## src/six_bit_io_consts.svh

```systemverilog
// Offsets, field positions, reset values and selector codes of the I/O port block
`ifndef SIX_BIT_IO_CONSTS_SVH
`define SIX_BIT_IO_CONSTS_SVH
`define PORT_W 6
`define ADDR_STATUS 5'h03
`define ADDR_FIRST_PORT 5'h06
`define ADDR_SECOND_PORT 5'h07
`define DIR_SEL_FIRST 3'h6
`define DIR_SEL_SECOND 3'h7
`define DIR_RESET 6'h3F
`define LATCH_RESET 6'h00
`define OPT_RESET 8'hFF
`define OPT_WAKE_DIS 7
`define OPT_PULLUP_DIS 6
`define OPT_T0CS 5
`define STAT_WAKE_BIT 7
`define GROUP_LARGE 6'h1B
`define GROUP_SMALL 6'h0B
`define PIN_THREE 3
`define PIN_FIVE 5
`endif

```

## src/six_bit_io_pkg.sv

```systemverilog
// Shared types of the I/O port block
package six_bit_io_pkg;
  typedef logic [5:0] pins_t;
  typedef enum logic {WK_IDLE, WK_ARMED} wake_state_t;
endpackage : six_bit_io_pkg

```

## src/port_ctl_if.sv

```systemverilog
// Control and pin-level signals between the port block and one port bank
interface port_ctl_if;
  logic wr;
  six_bit_io_pkg::pins_t wdata;
  logic dir_wr;
  six_bit_io_pkg::pins_t dir_data;
  logic dir_rst;
  six_bit_io_pkg::pins_t force_in;
  six_bit_io_pkg::pins_t pins;
  six_bit_io_pkg::pins_t latch;
  six_bit_io_pkg::pins_t dir;
  modport ctl(output wr, wdata, dir_wr, dir_data, dir_rst, force_in, input pins, latch, dir);
  modport port(input wr, wdata, dir_wr, dir_data, dir_rst, force_in, output pins, latch, dir);
endinterface : port_ctl_if

```

## src/io_port_bank.sv

```systemverilog
// One six-bit port: pin synchroniser, output latch, direction register and pad drive
`include "six_bit_io_consts.svh"
module io_port_bank (
  input wire logic clk_i,
  input wire logic rst_i,
  port_ctl_if.port bus,
  input wire six_bit_io_pkg::pins_t pad_i,
  output six_bit_io_pkg::pins_t pad_o,
  output six_bit_io_pkg::pins_t pad_oe_o
);
  six_bit_io_pkg::pins_t meta;
  six_bit_io_pkg::pins_t sync;

  // =====================================
  // Pin synchroniser
  always_ff @(posedge clk_i or posedge rst_i) begin
    if (rst_i) begin
      meta <= '0;
      sync <= '0;
    end else begin
      meta <= pad_i;
      sync <= meta;
    end
  end
  assign bus.pins = sync;

  // =====================================
  // Output latch, kept until rewritten
  always_ff @(posedge clk_i or posedge rst_i) begin
    if (rst_i) begin
      bus.latch <= `LATCH_RESET;
    end else if (bus.wr) begin
      bus.latch <= bus.wdata;
    end
  end

  // =====================================
  // Direction register, write-only from the core
  always_ff @(posedge clk_i or posedge rst_i) begin
    if (rst_i) begin
      bus.dir <= `DIR_RESET;
    end else if (bus.dir_rst) begin
      bus.dir <= `DIR_RESET;
    end else if (bus.dir_wr) begin
      bus.dir <= bus.dir_data;
    end
  end

  assign pad_o = bus.latch;
  assign pad_oe_o = ~bus.dir & ~bus.force_in;
endmodule : io_port_bank

```

## src/pin_wake_detect.sv

```systemverilog
// Wake-on-change detector: snapshots the group at sleep entry, pulses on a difference
module pin_wake_detect (
  input wire logic clk_i,
  input wire logic rst_i,
  input wire logic sleep_i,
  input wire six_bit_io_pkg::pins_t mask_i,
  input wire six_bit_io_pkg::pins_t pins_i,
  output logic wake_o
);
  six_bit_io_pkg::wake_state_t state;
  six_bit_io_pkg::pins_t snap;

  always_ff @(posedge clk_i or posedge rst_i) begin
    if (rst_i) begin
      state <= six_bit_io_pkg::WK_IDLE;
      snap <= '0;
      wake_o <= 1'b0;
    end else begin
      wake_o <= 1'b0;
      case (state)
        six_bit_io_pkg::WK_IDLE: begin
          if (sleep_i) begin
            snap <= pins_i;
            state <= six_bit_io_pkg::WK_ARMED;
          end
        end
        six_bit_io_pkg::WK_ARMED: begin
          if (!sleep_i) begin
            state <= six_bit_io_pkg::WK_IDLE;
          end else if (((pins_i ^ snap) & mask_i) != '0) begin
            wake_o <= 1'b1;
            state <= six_bit_io_pkg::WK_IDLE;
          end
        end
        default: begin
          state <= six_bit_io_pkg::WK_IDLE;
        end
      endcase
    end
  end
endmodule : pin_wake_detect

```

## src/six_bit_io_port_block.sv

```systemverilog
// Two six-bit general purpose ports with direction control; pull-up and wake-on-change control on the first port only
//
// Behaviour
// - Port reads return live pin levels
// - First port: six bits, upper two read zero
// - Second port: same six-bit form
// - Pin three is input only, never driven
// - Alternate-function pins read as zero
// - Shared pull-up and wake enables for group
// - Reset pin: pull-up on, no wake
// - Timer clock overrides bit five direction
// - Direction load copies working register value
// - Direction one floats, zero drives latch
// - Direction write-only, all ones on reset
// - Latches hold; inputs are not latched
// - Each other pin has own direction
// - Status bit seven marks wake reset
// - Bit set/clear rewrites whole port latch
// - Write at cycle end, read at start
`include "six_bit_io_consts.svh"
module six_bit_io_port_block #(
  parameter bit LARGE_VARIANT = 1'b1
) (
  input wire logic CLK_I,
  input wire logic RST_I,
  input wire logic [4:0] ADDR_I,
  input wire logic WR_I,
  input wire logic [7:0] WDATA_I,
  input wire logic BIT_OP_I,
  input wire logic BIT_VAL_I,
  input wire logic [2:0] BIT_SEL_I,
  input wire logic DIR_LOAD_I,
  input wire logic [2:0] DIR_SEL_I,
  input wire logic OPT_LOAD_I,
  input wire logic [7:0] W_I,
  input wire logic RESET_EVT_I,
  input wire logic RESET_BY_WAKE_I,
  input wire logic SLEEP_I,
  input wire logic CFG_EXT_RESET_I,
  input wire logic [5:0] CFG_ALT_I,
  input wire logic [5:0] FIRST_PIN_I,
  input wire logic [5:0] SECOND_PIN_I,
  output logic [7:0] RDATA_O,
  output logic [5:0] FIRST_PIN_O,
  output logic [5:0] FIRST_PIN_OE_O,
  output logic [5:0] FIRST_PULLUP_O,
  output logic [5:0] SECOND_PIN_O,
  output logic [5:0] SECOND_PIN_OE_O,
  output logic TIMER_CLK_O,
  output logic WAKE_O
);
  port_ctl_if first_if ();
  port_ctl_if second_if ();

  logic [7:0] options;
  logic wake_flag;
  logic [7:0] next_rdata;
  six_bit_io_pkg::pins_t group_mask;
  six_bit_io_pkg::pins_t first_alt;
  six_bit_io_pkg::pins_t second_alt;
  six_bit_io_pkg::pins_t first_read;
  six_bit_io_pkg::pins_t second_read;
  six_bit_io_pkg::pins_t wake_mask;
  six_bit_io_pkg::pins_t pullup_mask;
  logic t0cs;
  logic first_bitop;
  logic second_bitop;

  // =====================================
  // Helpers
  function automatic six_bit_io_pkg::pins_t port_view(
    input six_bit_io_pkg::pins_t pins,
    input six_bit_io_pkg::pins_t alt
  );
    port_view = pins & ~alt;
  endfunction : port_view

  function automatic six_bit_io_pkg::pins_t bit_modify(
    input six_bit_io_pkg::pins_t view,
    input logic [2:0] sel,
    input logic val
  );
    six_bit_io_pkg::pins_t res;
    res = view;
    if (sel < 3'h6) begin
      res[sel] = val;
    end
    bit_modify = res;
  endfunction : bit_modify

  // =====================================
  // Option register, loaded from the working register
  always_ff @(posedge CLK_I or posedge RST_I) begin
    if (RST_I) begin
      options <= `OPT_RESET;
    end else if (RESET_EVT_I) begin
      options <= `OPT_RESET;
    end else if (OPT_LOAD_I) begin
      options <= W_I;
    end
  end
  assign t0cs = options[`OPT_T0CS];

  // =====================================
  // Wake-reset flag in status bit seven
  always_ff @(posedge CLK_I or posedge RST_I) begin
    if (RST_I) begin
      wake_flag <= 1'b0;
    end else if (RESET_EVT_I) begin
      wake_flag <= RESET_BY_WAKE_I;
    end
  end

  // =====================================
  // Pin groups and overrides
  assign group_mask = LARGE_VARIANT ? `GROUP_LARGE : `GROUP_SMALL;
  assign first_alt = CFG_ALT_I | (CFG_EXT_RESET_I ? 6'h08 : 6'h00);
  assign second_alt = (LARGE_VARIANT && t0cs) ? 6'h20 : 6'h00;
  assign first_read = port_view(first_if.pins, first_alt);
  assign second_read = port_view(second_if.pins, second_alt);
  assign wake_mask = options[`OPT_WAKE_DIS] ? 6'h00
                   : (group_mask & (CFG_EXT_RESET_I ? 6'h37 : 6'h3F));
  assign pullup_mask = (options[`OPT_PULLUP_DIS] ? 6'h00 : group_mask)
                     | (CFG_EXT_RESET_I ? 6'h08 : 6'h00);
  assign FIRST_PULLUP_O = pullup_mask;
  assign TIMER_CLK_O = t0cs & second_if.pins[`PIN_FIVE];

  // =====================================
  // First port control
  assign first_bitop = BIT_OP_I && (ADDR_I == `ADDR_FIRST_PORT);
  assign first_if.wr = (WR_I && (ADDR_I == `ADDR_FIRST_PORT)) || first_bitop;
  assign first_if.wdata = first_bitop ? bit_modify(first_read, BIT_SEL_I, BIT_VAL_I)
                        : WDATA_I[5:0];
  assign first_if.dir_wr = DIR_LOAD_I && (DIR_SEL_I == `DIR_SEL_FIRST);
  assign first_if.dir_data = W_I[5:0];
  assign first_if.dir_rst = RESET_EVT_I;
  assign first_if.force_in = 6'h08;

  // =====================================
  // Second port control
  assign second_bitop = LARGE_VARIANT && BIT_OP_I && (ADDR_I == `ADDR_SECOND_PORT);
  assign second_if.wr = (LARGE_VARIANT && WR_I && (ADDR_I == `ADDR_SECOND_PORT))
                      || second_bitop;
  assign second_if.wdata = second_bitop ? bit_modify(second_read, BIT_SEL_I, BIT_VAL_I)
                         : WDATA_I[5:0];
  assign second_if.dir_wr = LARGE_VARIANT && DIR_LOAD_I
                          && (DIR_SEL_I == `DIR_SEL_SECOND);
  assign second_if.dir_data = W_I[5:0];
  assign second_if.dir_rst = RESET_EVT_I;
  assign second_if.force_in = !LARGE_VARIANT ? 6'h3F : (t0cs ? 6'h20 : 6'h00);

  // =====================================
  // Port banks
  io_port_bank u_first (
    .clk_i(CLK_I),
    .rst_i(RST_I),
    .bus(first_if.port),
    .pad_i(FIRST_PIN_I),
    .pad_o(FIRST_PIN_O),
    .pad_oe_o(FIRST_PIN_OE_O)
  );

  io_port_bank u_second (
    .clk_i(CLK_I),
    .rst_i(RST_I),
    .bus(second_if.port),
    .pad_i(SECOND_PIN_I),
    .pad_o(SECOND_PIN_O),
    .pad_oe_o(SECOND_PIN_OE_O)
  );

  // =====================================
  // Wake on pin change
  pin_wake_detect u_wake (
    .clk_i(CLK_I),
    .rst_i(RST_I),
    .sleep_i(SLEEP_I),
    .mask_i(wake_mask),
    .pins_i(first_if.pins),
    .wake_o(WAKE_O)
  );

  // =====================================
  // Read path, sampled at the start of the instruction cycle
  always_comb begin
    next_rdata = 8'h00;
    case (ADDR_I)
      `ADDR_STATUS: begin
        next_rdata[`STAT_WAKE_BIT] = wake_flag;
      end
      `ADDR_FIRST_PORT: begin
        next_rdata = {2'b00, first_read};
      end
      `ADDR_SECOND_PORT: begin
        next_rdata = LARGE_VARIANT ? {2'b00, second_read} : 8'h00;
      end
      default: begin
        next_rdata = 8'h00;
      end
    endcase
  end

  always_ff @(posedge CLK_I or posedge RST_I) begin
    if (RST_I) begin
      RDATA_O <= 8'h00;
    end else begin
      RDATA_O <= next_rdata;
    end
  end
endmodule : six_bit_io_port_block

```

## config.mk

```make
export PLATFORM = sky130hd
export DESIGN_NAME = six_bit_io_port_block
export DESIGN_NICKNAME = d
export VERILOG_FILES = /design/src/six_bit_io_pkg.sv /design/src/port_ctl_if.sv /design/src/io_port_bank.sv /design/src/pin_wake_detect.sv /design/src/six_bit_io_port_block.sv
export VERILOG_INCLUDE_DIRS = /design/src
export SDC_FILE = /design/constraint.sdc
export NUM_CORES = 1
export LEC_CHECK = 0
export ABC_AREA = 1
export BUFFER_PORTS_ARGS = -buffer_cell sky130_fd_sc_hd__clkbuf_2
export CAP_MARGIN = 20
export CORE_MARGIN = 10
export CORE_UTILIZATION = 46
export CTS_CLUSTER_DIAMETER = 120
export DETAILED_ROUTE_END_ITERATION = 8
export PLACE_DENSITY = 0.74
export SYNTH_ARGS = -nofsm -noshare
export SYNTH_HDL_FRONTEND = slang
export SYNTH_HIERARCHICAL = 1
export SYNTH_SLANG_ARGS = --single-unit
```

## constraint.sdc

```tcl
create_clock -name CLK_I -period 1.15 [get_ports CLK_I]
set_input_delay 0.115 -clock CLK_I [delete_from_list [all_inputs] [get_ports CLK_I]]
set_output_delay 0.115 -clock CLK_I [all_outputs]
set_load 0.01 [all_outputs]
```

Yosys cells after proc, flatten, opt, wreduce, memory -nomap -nowiden --
Index checks and enable logic that the tools add are counted.
Operators by class: order comparisons 3, eq/ne operators 5, multiplexer cells 28, bitwise gates (word level) 13, reductions and logical operators 14
Operator list (number):
- 2-to-1 mux 6 bit | 9
- NOT 6 bit | 4
- bitwise AND 6 bit | 3
- 2-to-1 mux 8 bit | 2
- bitwise mux 6 bit | 2
- one-hot mux 6 bit (2 select lines) | 1
- == test 5 x 3 -> 1 bit (second input constant) | 2
- 2-to-1 mux 5 bit | 2
- 2-to-1 mux 1 bit | 8
- 2-to-1 mux 4 bit | 2
- logical AND 1 bit | 7
- bitwise AND 6 x 5 -> 6 bit | 1
- == test 3 bit (second input constant) | 2
- bitwise OR 6 bit | 1
- nonzero test 2 bit | 3
- nonzero test 6 bit | 1
- XOR 6 bit | 1
- == test 5 x 2 -> 1 bit (second input constant) | 1
- bitwise OR 5 x 4 -> 5 bit | 1
- less-than comparator 3 x 4 -> 1 bit (second input constant) | 1
- demux 1 bit (select 3 bit) | 1
- >= comparator 3 x 1 -> 1 bit (second input constant) | 1
- less-than comparator 3 bit (second input constant) | 1
- logical OR 1 bit | 2
- other kinds (4) | 4
Storage, ports and cells: bits in registers 73, bits of input ports 56, logic and storage cells 77

Logic depth before layout (Yosys ltp) --
Gate-level depths: netlist of the first run.
word-level depth 7, depth in mapped cells 9, mapped depth without buffers 9

Hierarchy --
The synthesis of the first run kept the hierarchy.
By module, submodules not included:
- io_port_bank | instances 2, cells an instance 77, area each 858.3 µm², seq. area each 608.1 µm²
- six_bit_io_port_block | instances 1, cells an instance 168, area each 994.7 µm², seq. area each 279.0 µm²
- pin_wake_detect | instances 1, cells an instance 58, area each 431.7 µm², seq. area each 200.2 µm²

Least setup slack after synthesis of the first run --
No wires, ideal clock.
kind flip-flop to flip-flop, start point register u_wake.state, end point register u_wake.snap[3], setup time 125 ps, arrival time 1005 ps, path slack 19 ps, cell stages (with the launch flop) 4, period minus slack after synthesis 1131 ps, path through dfrtp_1 or2_1 buf_6 mux2_4
Between the ends: longest elaborated chain between the ends 2
Ends and longest elaborated chain:
- start, declared | line pin_wake_detect.sv:10 | six_bit_io_pkg::wake_state_t state;
- start signal, assigned | line pin_wake_detect.sv:15 | state <= six_bit_io_pkg::WK_IDLE;
- start signal, assigned | line pin_wake_detect.sv:24 | state <= six_bit_io_pkg::WK_ARMED;
- start signal, assigned | line pin_wake_detect.sv:29 | state <= six_bit_io_pkg::WK_IDLE;
- NOT 1 bit (no line)
- AND reduction 2 bit (no line)
- end signal, assigned | line pin_wake_detect.sv:23 | snap <= pins_i;
- end, declared | line pin_wake_detect.sv:11 | six_bit_io_pkg::pins_t snap;
No other way between the ends. A chain may end at the register's enable or synchronous reset.

Worst setup path in the final report of the first run --
start point register options[5], end point output TIMER_CLK_O
Between the ends: longest elaborated chain between the ends 1
Ends and longest elaborated chain:
- start, declared | line six_bit_io_port_block.sv:55 | logic [7:0] options;
- start signal, assigned | line six_bit_io_port_block.sv:95 | options <= `OPT_RESET;
- start signal, assigned | line six_bit_io_port_block.sv:97 | options <= `OPT_RESET;
- bitwise AND 1 bit | line six_bit_io_port_block.sv:126 | assign TIMER_CLK_O = t0cs & second_if.pins[`PIN_FIVE];
- end, declared | line six_bit_io_port_block.sv:49 | output logic TIMER_CLK_O,
No other way between the ends.

==> results of run 1 <==
[layer usage]
layer	part of all wire	GRT usage
met5	0	0
met3	0.055	0.0449
met1	0.44	0.184
met2	0.49	0.249
met4	0.013	0.0607
[power groups by stage]
stage | Sequential, mW | Clock [mW] | Combinational [mW]
after floorplan | 2.75 | 0 | 0.660
after global placement | 2.77 | 0 | 0.854
after detailed placement | 2.78 | 0 | 0.876
after CTS | 2.75 | 1.70 | 0.922
after global routing | 2.78 | 1.82 | 1.10
final | 2.74 | 1.63 | 0.966
[cells by family (layout without fill, tap and decap cells)]
| group | Yosys count | after routing | synth area share |
|---|---|---|---|
| compound gates | 37 | 37 | 0.0589 |
| buf+inv | 71 | 188 | 0.115 |
| flops | 67 | 67 | 0.539 |
| mux | 3 | 3 | 0.0131 |
| other cells | 2 | 16 | 0.00239 |
| simple gates | 200 | 200 | 0.272 |
[flip-flops by register name, summed over array words and instances, names as in the netlist]
| register | cells |
|---|---|
| RDATA_O | 7 |
| u_wake/snap | 6 |
| u_second/meta | 6 |
| u_first/bus.dir | 6 |
| u_second/bus.latch | 6 |
| u_wake/wake_o | 1 |
| u_second/bus.dir | 6 |
| wake_flag | 1 |
| u_first/bus.pins | 6 |
| u_first/meta | 6 |
| options | 3 |
| u_first/bus.latch | 6 |
| u_wake/state | 1 |
| u_second/bus.pins | 6 |
[final cells by class]
type | count | area [µm²] | area share
clock inverter | 3 | 13.8 | 0.00336
timing repair buffer | 123 | 768 | 0.187
multi-input combinational | 256 | 1190 | 0.289
clock buffer | 13 | 149 | 0.0363
tap | 80 | 100 | 0.0244
sequential | 67 | 1700 | 0.414
inverter | 49 | 186 | 0.0455
[metrics by stage]
| stage | hold WS, ns | cell area (µm²) | setup TNS (ns) | cells | setup slack (ns) |
|---|---|---|---|---|---|
| 2_1_floorplan | -0.0693 | 3200 | 0 | 394 | 0.0194 |
| 5_1_grt | 0.00854 | 4100 | -0.761 | 591 | -0.177 |
| 3_5_place_dp | 0.103 | 3670 | 0 | 555 | 0.0325 |
| 6_report | 0.0166 | 4100 | -0.214 | 591 | -0.112 |
| 3_3_place_gp | 0.0920 | 3670 | 0 | 555 | 0.0514 |
| 4_1_cts | 0.00132 | 3990 | -0.294 | 585 | -0.139 |
[how the worst max path moves through the flow]
| stage | to | slack [ns] | cells after the start |
|---|---|---|---|
| floorplan | u_wake/snap[3]$_DFFE_PP0P_ | 0.02 | 3 |
| global route | TIMER_CLK_O | -0.18 | 4 |
| CTS | TIMER_CLK_O | -0.14 | 4 |
| finish | TIMER_CLK_O | -0.11 | 4 |
| detailed placement | u_wake/snap[4]$_DFFE_PP0P_ | 0.03 | 4 |
| global placement | u_second/bus.latch[5]$_DFFE_PP0P_ | 0.05 | 7 |
[worst max-delay path, cell delays in order, from the launching register on]
cell,delay (ns)
dfstp_2,0.54
buf_6,0.10
nand2_2,0.04
inv_2,0.06
buf_8,0.10
[placed cells by master (no fill, tap or decap), types with 3 or more instances in the layout]
master           n
inv_2            7
clkbuf_8        10
nor2_2           8
nand2_2          6
dfstp_2         15
nor2_4           3
o21ai_1          9
nand3_2          3
buf_6            4
nand3_1         10
nor2_1          26
a21oi_1         15
buf_4           19
clkbuf_1         3
nand2_1        133
conb_1          16
o21ai_0         10
clkbuf_2        84
inv_1           41
dlygate4sd3_1   14
nand4_1          5
dfrtp_1         52
[timing repair]
item | 4_1_cts | 5_1_grt
pin swaps | 2 | 4
resized for setup | 5 | 26
hold endpoints to repair | 65 | 0
setup buffers | 0 | 6
setup endpoints to repair | 6 | 28
hold buffers | 14 | 0
cloned | 0 | 0
==> metrics.txt, run 1 <==
status=finished, violations left; violated checks=negative setup slack; hpwl dp=5970 µm; synth cell count leaders=nand2_1 (136), dfrtp_1 (52), inv_1 (44); Hold Fails Final Rpt=0; area grow syn2layout=30.4%; reg-to-reg startpoint=options[7]$_DFFE_PP1P_; count leader, synth=nand2_1; die height=103 µm; Worst Hold Path EP=RDATA_O[7]$_DFF_PP0_; sequential share of power=0.513; GRT overflow=0; EDFF count, synth=0; I/O pins=96; top post-synthesis cells by area=dfrtp_1 (41%), nand2_1 (16%), dfstp_2 (13%); Internal Power=3.87 mW; vias in the first global route=2736; Syn Std Cell Area=0.00314 mm²; R2R cell count=7; routed via count=2658; Core Util, Final=0.610; syn avg cell area=8.27 µm²; peak supply drop=0.000774 V; maximum root-to-sink buffer count=2; die area=0.0105 mm²; Unique masters post-synth=25; Std-Cell Rows=30; Placeable Area=0.00672 mm²; global-route usage over all layers=0.152; Initial Util=0.468; max_cap viols=0; drt first pass iters=4; diodes inserted=0; Setup crit start=options[5]$_DFFE_PP1P_; Synth top area share=0.414; clk_lat worst skew=0.32 ns; Crit Path Category=flop to output port; Die Wd=103 µm; Synth Warn #=6; port bufs=89; Leak=2.28 nW; cells after synthesis=380; RSZ-0062 raised after global routing=yes; Overall Power=5.34 mW; TritonCTS Sinks=67; share of cells above drive strength 1=0.341; final worst path period need=1.26 ns; Routability Congestion=0.965; fill cell count=605; Tcrit/Tclk final=1.10; post-synth top area cell=dfrtp_1; CTS Buf Count=9; clock transition at the registers of the reported paths=0.07 ns; Critical Path Source Type=flop; worst reg-to-reg setup slack=0.04 ns; Psw=1.47 mW; FF-to-FF End=u_wake/wake_o$_DFF_PP0_; post-DR vias/cell=4.50; power per cell area=1300 mW/mm²; Residual DRC=0; initial antenna violation count=0; Comb power frac=0.181; CTS H-tree lvls=3; Critical Path RT=1.03 ns; first-pass GRT wire length=12600 µm; CTS tree=built; final clock skew=0.00798 ns; Final Routed Wirelength=7580 µm; hold_sp=ADDR_I[2]; part of the Yosys area used for sequential elements=0.539; Routed wire per std cell=12.8 µm; CTS Root Cell=clkbuf_8; crit-path max FO=3; pin count of the biggest net entering global routing=25; antenna viol nets, final=0; WHS Path Cells=2; HP Class=input port to flop; top_reg_cell synth=dfrtp_1; Setup crit end kind=output port; Final setup viols=6; fin. max-slew vios=0; share of flip-flops with an asynchronous set or reset=1.00; sw frac=0.275; Worst Slack Setup Final=-0.112 ns; Final nets=562; synthesized flop and latch total=67; worst path arrival time=1.15 ns; Clock Power Share=0.306; DR iter-0 viols=97; Peak Freq=793 MHz
Power figures use the tool's default switching activity.
==> run 2, diff against run 1 <==
--- a/config.mk
+++ b/config.mk
@@ -6,15 +6,14 @@
 export SDC_FILE = /design/constraint.sdc
 export NUM_CORES = 1
 export LEC_CHECK = 0
-export ABC_AREA = 1
 export BUFFER_PORTS_ARGS = -buffer_cell sky130_fd_sc_hd__clkbuf_2
 export CAP_MARGIN = 20
 export CORE_MARGIN = 10
-export CORE_UTILIZATION = 46
+export CORE_UTILIZATION = 44
 export CTS_CLUSTER_DIAMETER = 120
 export DETAILED_ROUTE_END_ITERATION = 8
-export PLACE_DENSITY = 0.74
+export PLACE_DENSITY = 0.73
+export RECOVER_POWER = 25
 export SYNTH_ARGS = -nofsm -noshare
 export SYNTH_HDL_FRONTEND = slang
-export SYNTH_HIERARCHICAL = 1
 export SYNTH_SLANG_ARGS = --single-unit
==> metrics.txt, run 2 <==
status=finished, violations left; post-DR vias/cell=4.97; Crit Path Category=flop to output port; Worst Hold Slack=0.00874 ns; adder-cell share of the synthesized area=0; die area=0.00972 mm²; peak supply drop=0.000894 V; first-pass GRT wire length=11000 µm; Synth top area share=0.461; Final Cell Area=0.00373 mm²; CTS tree=built; reg-to-reg startpoint=options[5]$_DFFE_PP1P_; Largest Register=RDATA_O; TritonCTS Sinks=64; hold_sp=RESET_BY_WAKE_I; Residual DRC=0; Critical Path RT=1.03 ns; Reg area=0.00162 mm²; global-route usage over all layers=0.139; CTS H-tree lvls=3; footprint of the multi-input gates=950 µm²; share of flip-flops with an asynchronous set or reset=1.00; max_cap viols=0; Peak Freq=806 MHz; vias in the first global route=2290; Post-DP Area=0.00328 mm²; Final Routed Wirelength=7000 µm; compound-cell area share of the yosys netlist=0.123; Syn Std Cell Area=0.00272 mm²; Placeable Area=0.00596 mm²; initial antenna violation count=0; slew margin rel.=0.623; area grow syn2layout=37.3%; Tcrit/Tclk final=1.08; worst path arrival time=1.13 ns; part of the Yosys area used for sequential elements=0.596; top_reg_cell synth=dfrtp_1; DR iter-0 viols=77; CTS Buf Count=9; Unique masters post-synth=45; final clock skew=0.00763 ns; Critical Path Source Type=flop; most frequent cells in the layout=clkbuf_2 (73), dfrtp_1 (50), nand2_1 (21); top post-synthesis cells by area=dfrtp_1 (46%), dfstp_2 (14%), mux2i_1 (4.8%); Worst Slack Setup Final=-0.0908 ns; die height=98.6 µm; Core Util, Final=0.626; Final nets=412; XOR/XNOR share of the synthesized area=0.0129; Setup crit end kind=output port; cells after synthesis=238; Std-Cell Rows=28; hpwl dp=5200 µm; Synth Warn #=0; syn avg cell area=11.4 µm²; final worst path period need=1.24 ns; worst slew pin tran=0.565 ns; CTS Root Cell=clkbuf_8; placed cells=401; EDFF count, synth=0; Leak=1.85 nW; fin. max-slew vios=0; port bufs=89; drt first pass iters=4; clock transition at the registers of the reported paths=0.07 ns; most common cell after layout, fill and taps aside=clkbuf_2; largest family of logic cells by synthesized area=simple AND/OR/NAND/NOR gates; max reg flops=7; violated checks=negative setup slack; pin count of the biggest net entering global routing=65; Die Wd=98.6 µm; Hold Fails Final Rpt=0; Initial Util=0.456; share of cells above drive strength 1=0.424; Routed wire per std cell=16.1 µm; Final setup viols=6; RSZ-0062 raised after global routing=yes; antenna viol nets, final=0; fill cell count=505; post-synth top area cell=dfrtp_1; Setup crit start=options[5]$_DFFE_PP1P_; GRT overflow=0; synthesized flop and latch total=64; HP Class=input port to flop; power per cell area=1370 mW/mm²; Place WS=-0.0583 ns; maximum root-to-sink buffer count=2; clk_lat worst skew=0.34 ns; Finished Layout Cells=436; count leader, synth=dfrtp_1; crit-path max FO=2; Synth Area in Simple Gates=0.135; synth cell count leaders=dfrtp_1 (50), inv_1 (23), nand2_1 (21); setup TNS=-0.326 ns; Overall Power=5.10 mW; I/O pins=96; Routability Congestion=0.743; routed via count=2167; diodes inserted=0; mux cell area share after synthesis=0.0686
run 2: path summary, 6_finish.rpt:
check	cells past startpoint	slack (ns)	to
setup / recovery	3	-0.09	TIMER_CLK_O
hold / removal	2	0.009	wake_flag$_DFFE_PP0P_
setup reg to reg	3	0.07	u_second.bus.latch[5]$_DFFE_PP0P_
hold reg to reg	0	0.35	u_first.bus.pins[1]$_DFF_PP0_
max in group asynchronous	4	0.27	u_first.bus.dir[1]$_DFFE_PP1P_
min in group asynchronous	4	0.48	u_second.meta[4]$_DFF_PP0_
run 2: cell type report:
cell class	instances	area share
clock inverter	7	0.0128
timing repair buffer	119	0.214
multi-input combinational	138	0.255
clock buffer	9	0.0332
sequential	64	0.434
inverter	24	0.0258
tap	75	0.0252
run 2: routing by layer:
layer	vias up	global-route usage	part of all wire
met4	0	0.0617	0.019
met1	1046	0.150	0.41
li1	1051	-	-
met5	-	0	0
met3	13	0.0468	0.057
met2	57	0.243	0.51
run 2: logic make-up (layout without fill, tap and decap cells):
logic type | count (synthesis) | count (layout)
DFF | 64 | 64
and+or+nand+nor | 66 | 66
muxes | 18 | 18
AOI/OAI and AO/OA | 46 | 46
xor gates and xnor gates | 4 | 4
buffers and inverters | 39 | 159
other | 1 | 4
run 2: power by group:
| part | total [mW] | switching (mW) | internal (mW) |
|---|---|---|---|
| sequential | 2.57 | 0.112 | 2.46 |
| clock | 1.67 | 0.895 | 0.779 |
| combinational | 0.847 | 0.430 | 0.417 |
run 2: critical path, stage by stage (launching register included):
cell     delay, ns
dfstp_2       0.55
inv_2         0.05
nor2_4        0.09
buf_6         0.11
run 2: timing repair:
action | CTS | global route
pin swaps | 1 | 2
endpoints found under the setup margin | 10 | 17
hold buffers | 17 | 0
resized for setup | 7 | 36
hold endpoints to repair | 66 | 0
setup buffers | 2 | 0
==> run 3, diff against run 2 <==
--- a/config.mk
+++ b/config.mk
@@ -6,13 +6,16 @@
 export SDC_FILE = /design/constraint.sdc
 export NUM_CORES = 1
 export LEC_CHECK = 0
+export ABC_AREA = 1
 export BUFFER_PORTS_ARGS = -buffer_cell sky130_fd_sc_hd__clkbuf_2
 export CAP_MARGIN = 20
+export CELL_PAD_IN_SITES_DETAIL_PLACEMENT = 1
+export CELL_PAD_IN_SITES_GLOBAL_PLACEMENT = 1
 export CORE_MARGIN = 10
-export CORE_UTILIZATION = 44
+export CORE_UTILIZATION = 33
 export CTS_CLUSTER_DIAMETER = 120
 export DETAILED_ROUTE_END_ITERATION = 8
-export PLACE_DENSITY = 0.73
+export PLACE_DENSITY = 0.74
 export RECOVER_POWER = 25
 export SYNTH_ARGS = -nofsm -noshare
 export SYNTH_HDL_FRONTEND = slang
==> metrics.txt, run 3 <==
status=finished, violations left; violated checks=negative setup slack; Peak Freq=824 MHz; worst path arrival time=1.10 ns; vias in the first global route=2816; share of cells above drive strength 1=0.350; GRT overflow=0; drt first pass iters=4; cells after synthesis=313; Psw=1.50 mW; Placeable Area=0.00822 mm²; Final nets=488; Initial Util=0.338; final clock skew=0.0134 ns; DR iter-0 viols=49; max reg flops=7; Internal Power=3.78 mW; WHS Path Cells=3; Final Cell Area=0.00381 mm²; peak supply drop=0.000690 V; synthesized flop and latch total=64; Std-Cell Rows=33; Synth top area share=0.450; part of the Yosys area used for sequential elements=0.583; slew margin rel.=0.619; sequential share of power=0.491; Crit Path Category=flop to output port; pin count of the biggest net entering global routing=65; Final Routed Wirelength=8240 µm; final worst path period need=1.21 ns; Unique masters post-synth=22; top_reg_cell synth=dfrtp_1; fill cell count=1012; Critical Path Source Type=flop; Core Util, Final=0.464; antenna viol nets, final=0; most frequent cells in the layout=nand2_1 (90), clkbuf_2 (73), dfrtp_1 (50); sw frac=0.284; power per cell area=1380 mW/mm²; top post-synthesis cells by area=dfrtp_1 (45%), dfstp_2 (13%), nand2_1 (12%); Finished Layout Cells=543; R2R cell count=5; global-route usage over all layers=0.134; Setup crit end kind=output port; Routed wire per std cell=15.2 µm; TritonCTS Sinks=64; hold_sp=RESET_BY_WAKE_I; HP Class=input port to flop; share of flip-flops with an asynchronous set or reset=1.00; CTS Buf Count=9; I/O pins=96; Comb power frac=0.173; Hold Fails Final Rpt=0; die height=112 µm; setup TNS=-0.189 ns; count leader, synth=nand2_1; crit-path max FO=4; Leak=2.09 nW; Worst Hold Path EP=wake_flag$_DFFE_PP0P_; first-pass GRT wire length=13800 µm; maximum root-to-sink buffer count=2; RSZ-0062 raised after global routing=yes; Residual DRC=0; most common cell after layout, fill and taps aside=nand2_1; Synth Warn #=0; Worst Slack Setup Final=-0.0635 ns; Die Wd=112 µm; CTS Root Cell=clkbuf_8; Worst Hold Slack=0.0224 ns; area grow syn2layout=37.3%; placed cells=506; max_cap viols=0; port bufs=89; reg-to-reg startpoint=u_first.bus.pins[3]$_DFF_PP0_; hpwl dp=6220 µm; worst reg-to-reg setup slack=0.12 ns; CTS H-tree lvls=3; Largest Register=RDATA_O; worst slew pin tran=0.572 ns; die area=0.0125 mm²; Clock Power Share=0.336; Tcrit/Tclk final=1.06; post-DR vias/cell=4.60; post-synth top area cell=dfrtp_1; clk_lat worst skew=0.34 ns; Syn Std Cell Area=0.00278 mm²; Routability Congestion=0.836; fin. max-slew vios=0; clock transition at the registers of the reported paths=0.07 ns; Critical Path RT=1.03 ns; FF-to-FF End=u_wake.state$_DFF_PP0_; synth cell count leaders=nand2_1 (90), dfrtp_1 (50), nand3_1 (44); syn avg cell area=8.87 µm²; CTS tree=built; initial antenna violation count=1; Final setup viols=6; Post-DP Area=0.00336 mm²; routed via count=2498; EDFF count, synth=0
==> run 3: changes by cell type in the layout (fill, tap and decap cells not counted), moves of 5 or more <==
cell | before | now
nor3_1 | 8 | 0
mux2i_1 | 13 | 0
o21ai_0 | 6 | 16
nand4_1 | 1 | 6
inv_1 | 12 | 30
nor2b_1 | 6 | 0
mux2_2 | 5 | 0
nand3_1 | 1 | 44
nor2_1 | 10 | 17
a211oi_1 | 5 | 0
nand2_1 | 21 | 90
o211ai_1 | 13 | 0
==> run 3: cells by family after synthesis <==
group / Yosys count / synth area share
compound gates: 23 / 0.0428
buf+inv: 57 / 0.0914
other cells: 1 / 0.00135
flops: 64 / 0.583
simple gates: 168 / 0.282
==> run 3: worst max path at each step <==
stage,startpoint,endpoint,slack [ns],depth (start not counted)
floorplan,options[5]$_DFFE_PP1P_,u_second.bus.latch[5]$_DFFE_PP0P_,0.24,5
global placement,options[5]$_DFFE_PP1P_,u_second.bus.latch[5]$_DFFE_PP0P_,0.15,5
detailed placement,ADDR_I[3],u_first.bus.latch[4]$_DFFE_PP0P_,0.10,8
CTS,options[5]$_DFFE_PP1P_,TIMER_CLK_O,-0.11,3
global route,options[5]$_DFFE_PP1P_,TIMER_CLK_O,-0.13,3
finish,options[5]$_DFFE_PP1P_,TIMER_CLK_O,-0.06,3
==> run 3: power by group through the flow <==
stage	logic, mW	registers [mW]	clock network (mW)
3_3_place_gp	0.774	2.61	0
5_1_grt	1.04	2.62	1.97
4_1_cts	0.858	2.60	1.84
6_report	0.913	2.59	1.77
3_5_place_dp	0.800	2.63	0
2_1_floorplan	0.404	2.64	0
==> run 3: metal layers <==
metal / vias up / GRT usage / part of all wire
li1: 1215 / - / -
met1: 1206 / 0.148 / 0.39
met2: 69 / 0.224 / 0.51
met3: 8 / 0.0574 / 0.089
met4: 0 / 0.0488 / 0.012
met5: - / 0 / 0
==> run 3: repair_timing <==
action                                 in CTS  in global routing
setup endpoints to repair                  14                 16
gates resized for setup                     9                 35
pin swaps                                   2                  0
gates cloned                                0                  0
endpoints found under the hold margin      66                  0
hold buffers                               17                  0
buffers inserted                            1                  2
==> run 3: layout make-up <==
class | count | area [µm²] | share of cell area
inverters | 47 | 190 | 0.0499
clock buffers | 11 | 151 | 0.0397
flip-flops and latches | 64 | 1620 | 0.425
repair buffers | 115 | 772 | 0.202
well taps | 105 | 131 | 0.0344
diodes | 1 | 2.50 | 0.000656
clock inverters | 5 | 31.3 | 0.00820
multi-input cells | 195 | 916 | 0.240
==> run 3: through the flow <==
| stage | power [mW] | setup slack, ns |
|---|---|---|
| 4_1_cts | 5.29 | -0.113 |
| 2_1_floorplan | 3.05 | 0.237 |
| 5_1_grt | 5.62 | -0.126 |
| 3_5_place_dp | 3.43 | 0.101 |
| 6_report | 5.28 | -0.0635 |
| 3_3_place_gp | 3.39 | 0.146 |
==> run 3: critical path, cell delays in order (launching register included) <==
cell	delay, ns
dfstp_2	0.56
nand2_1	0.05
inv_1	0.06
buf_6	0.10
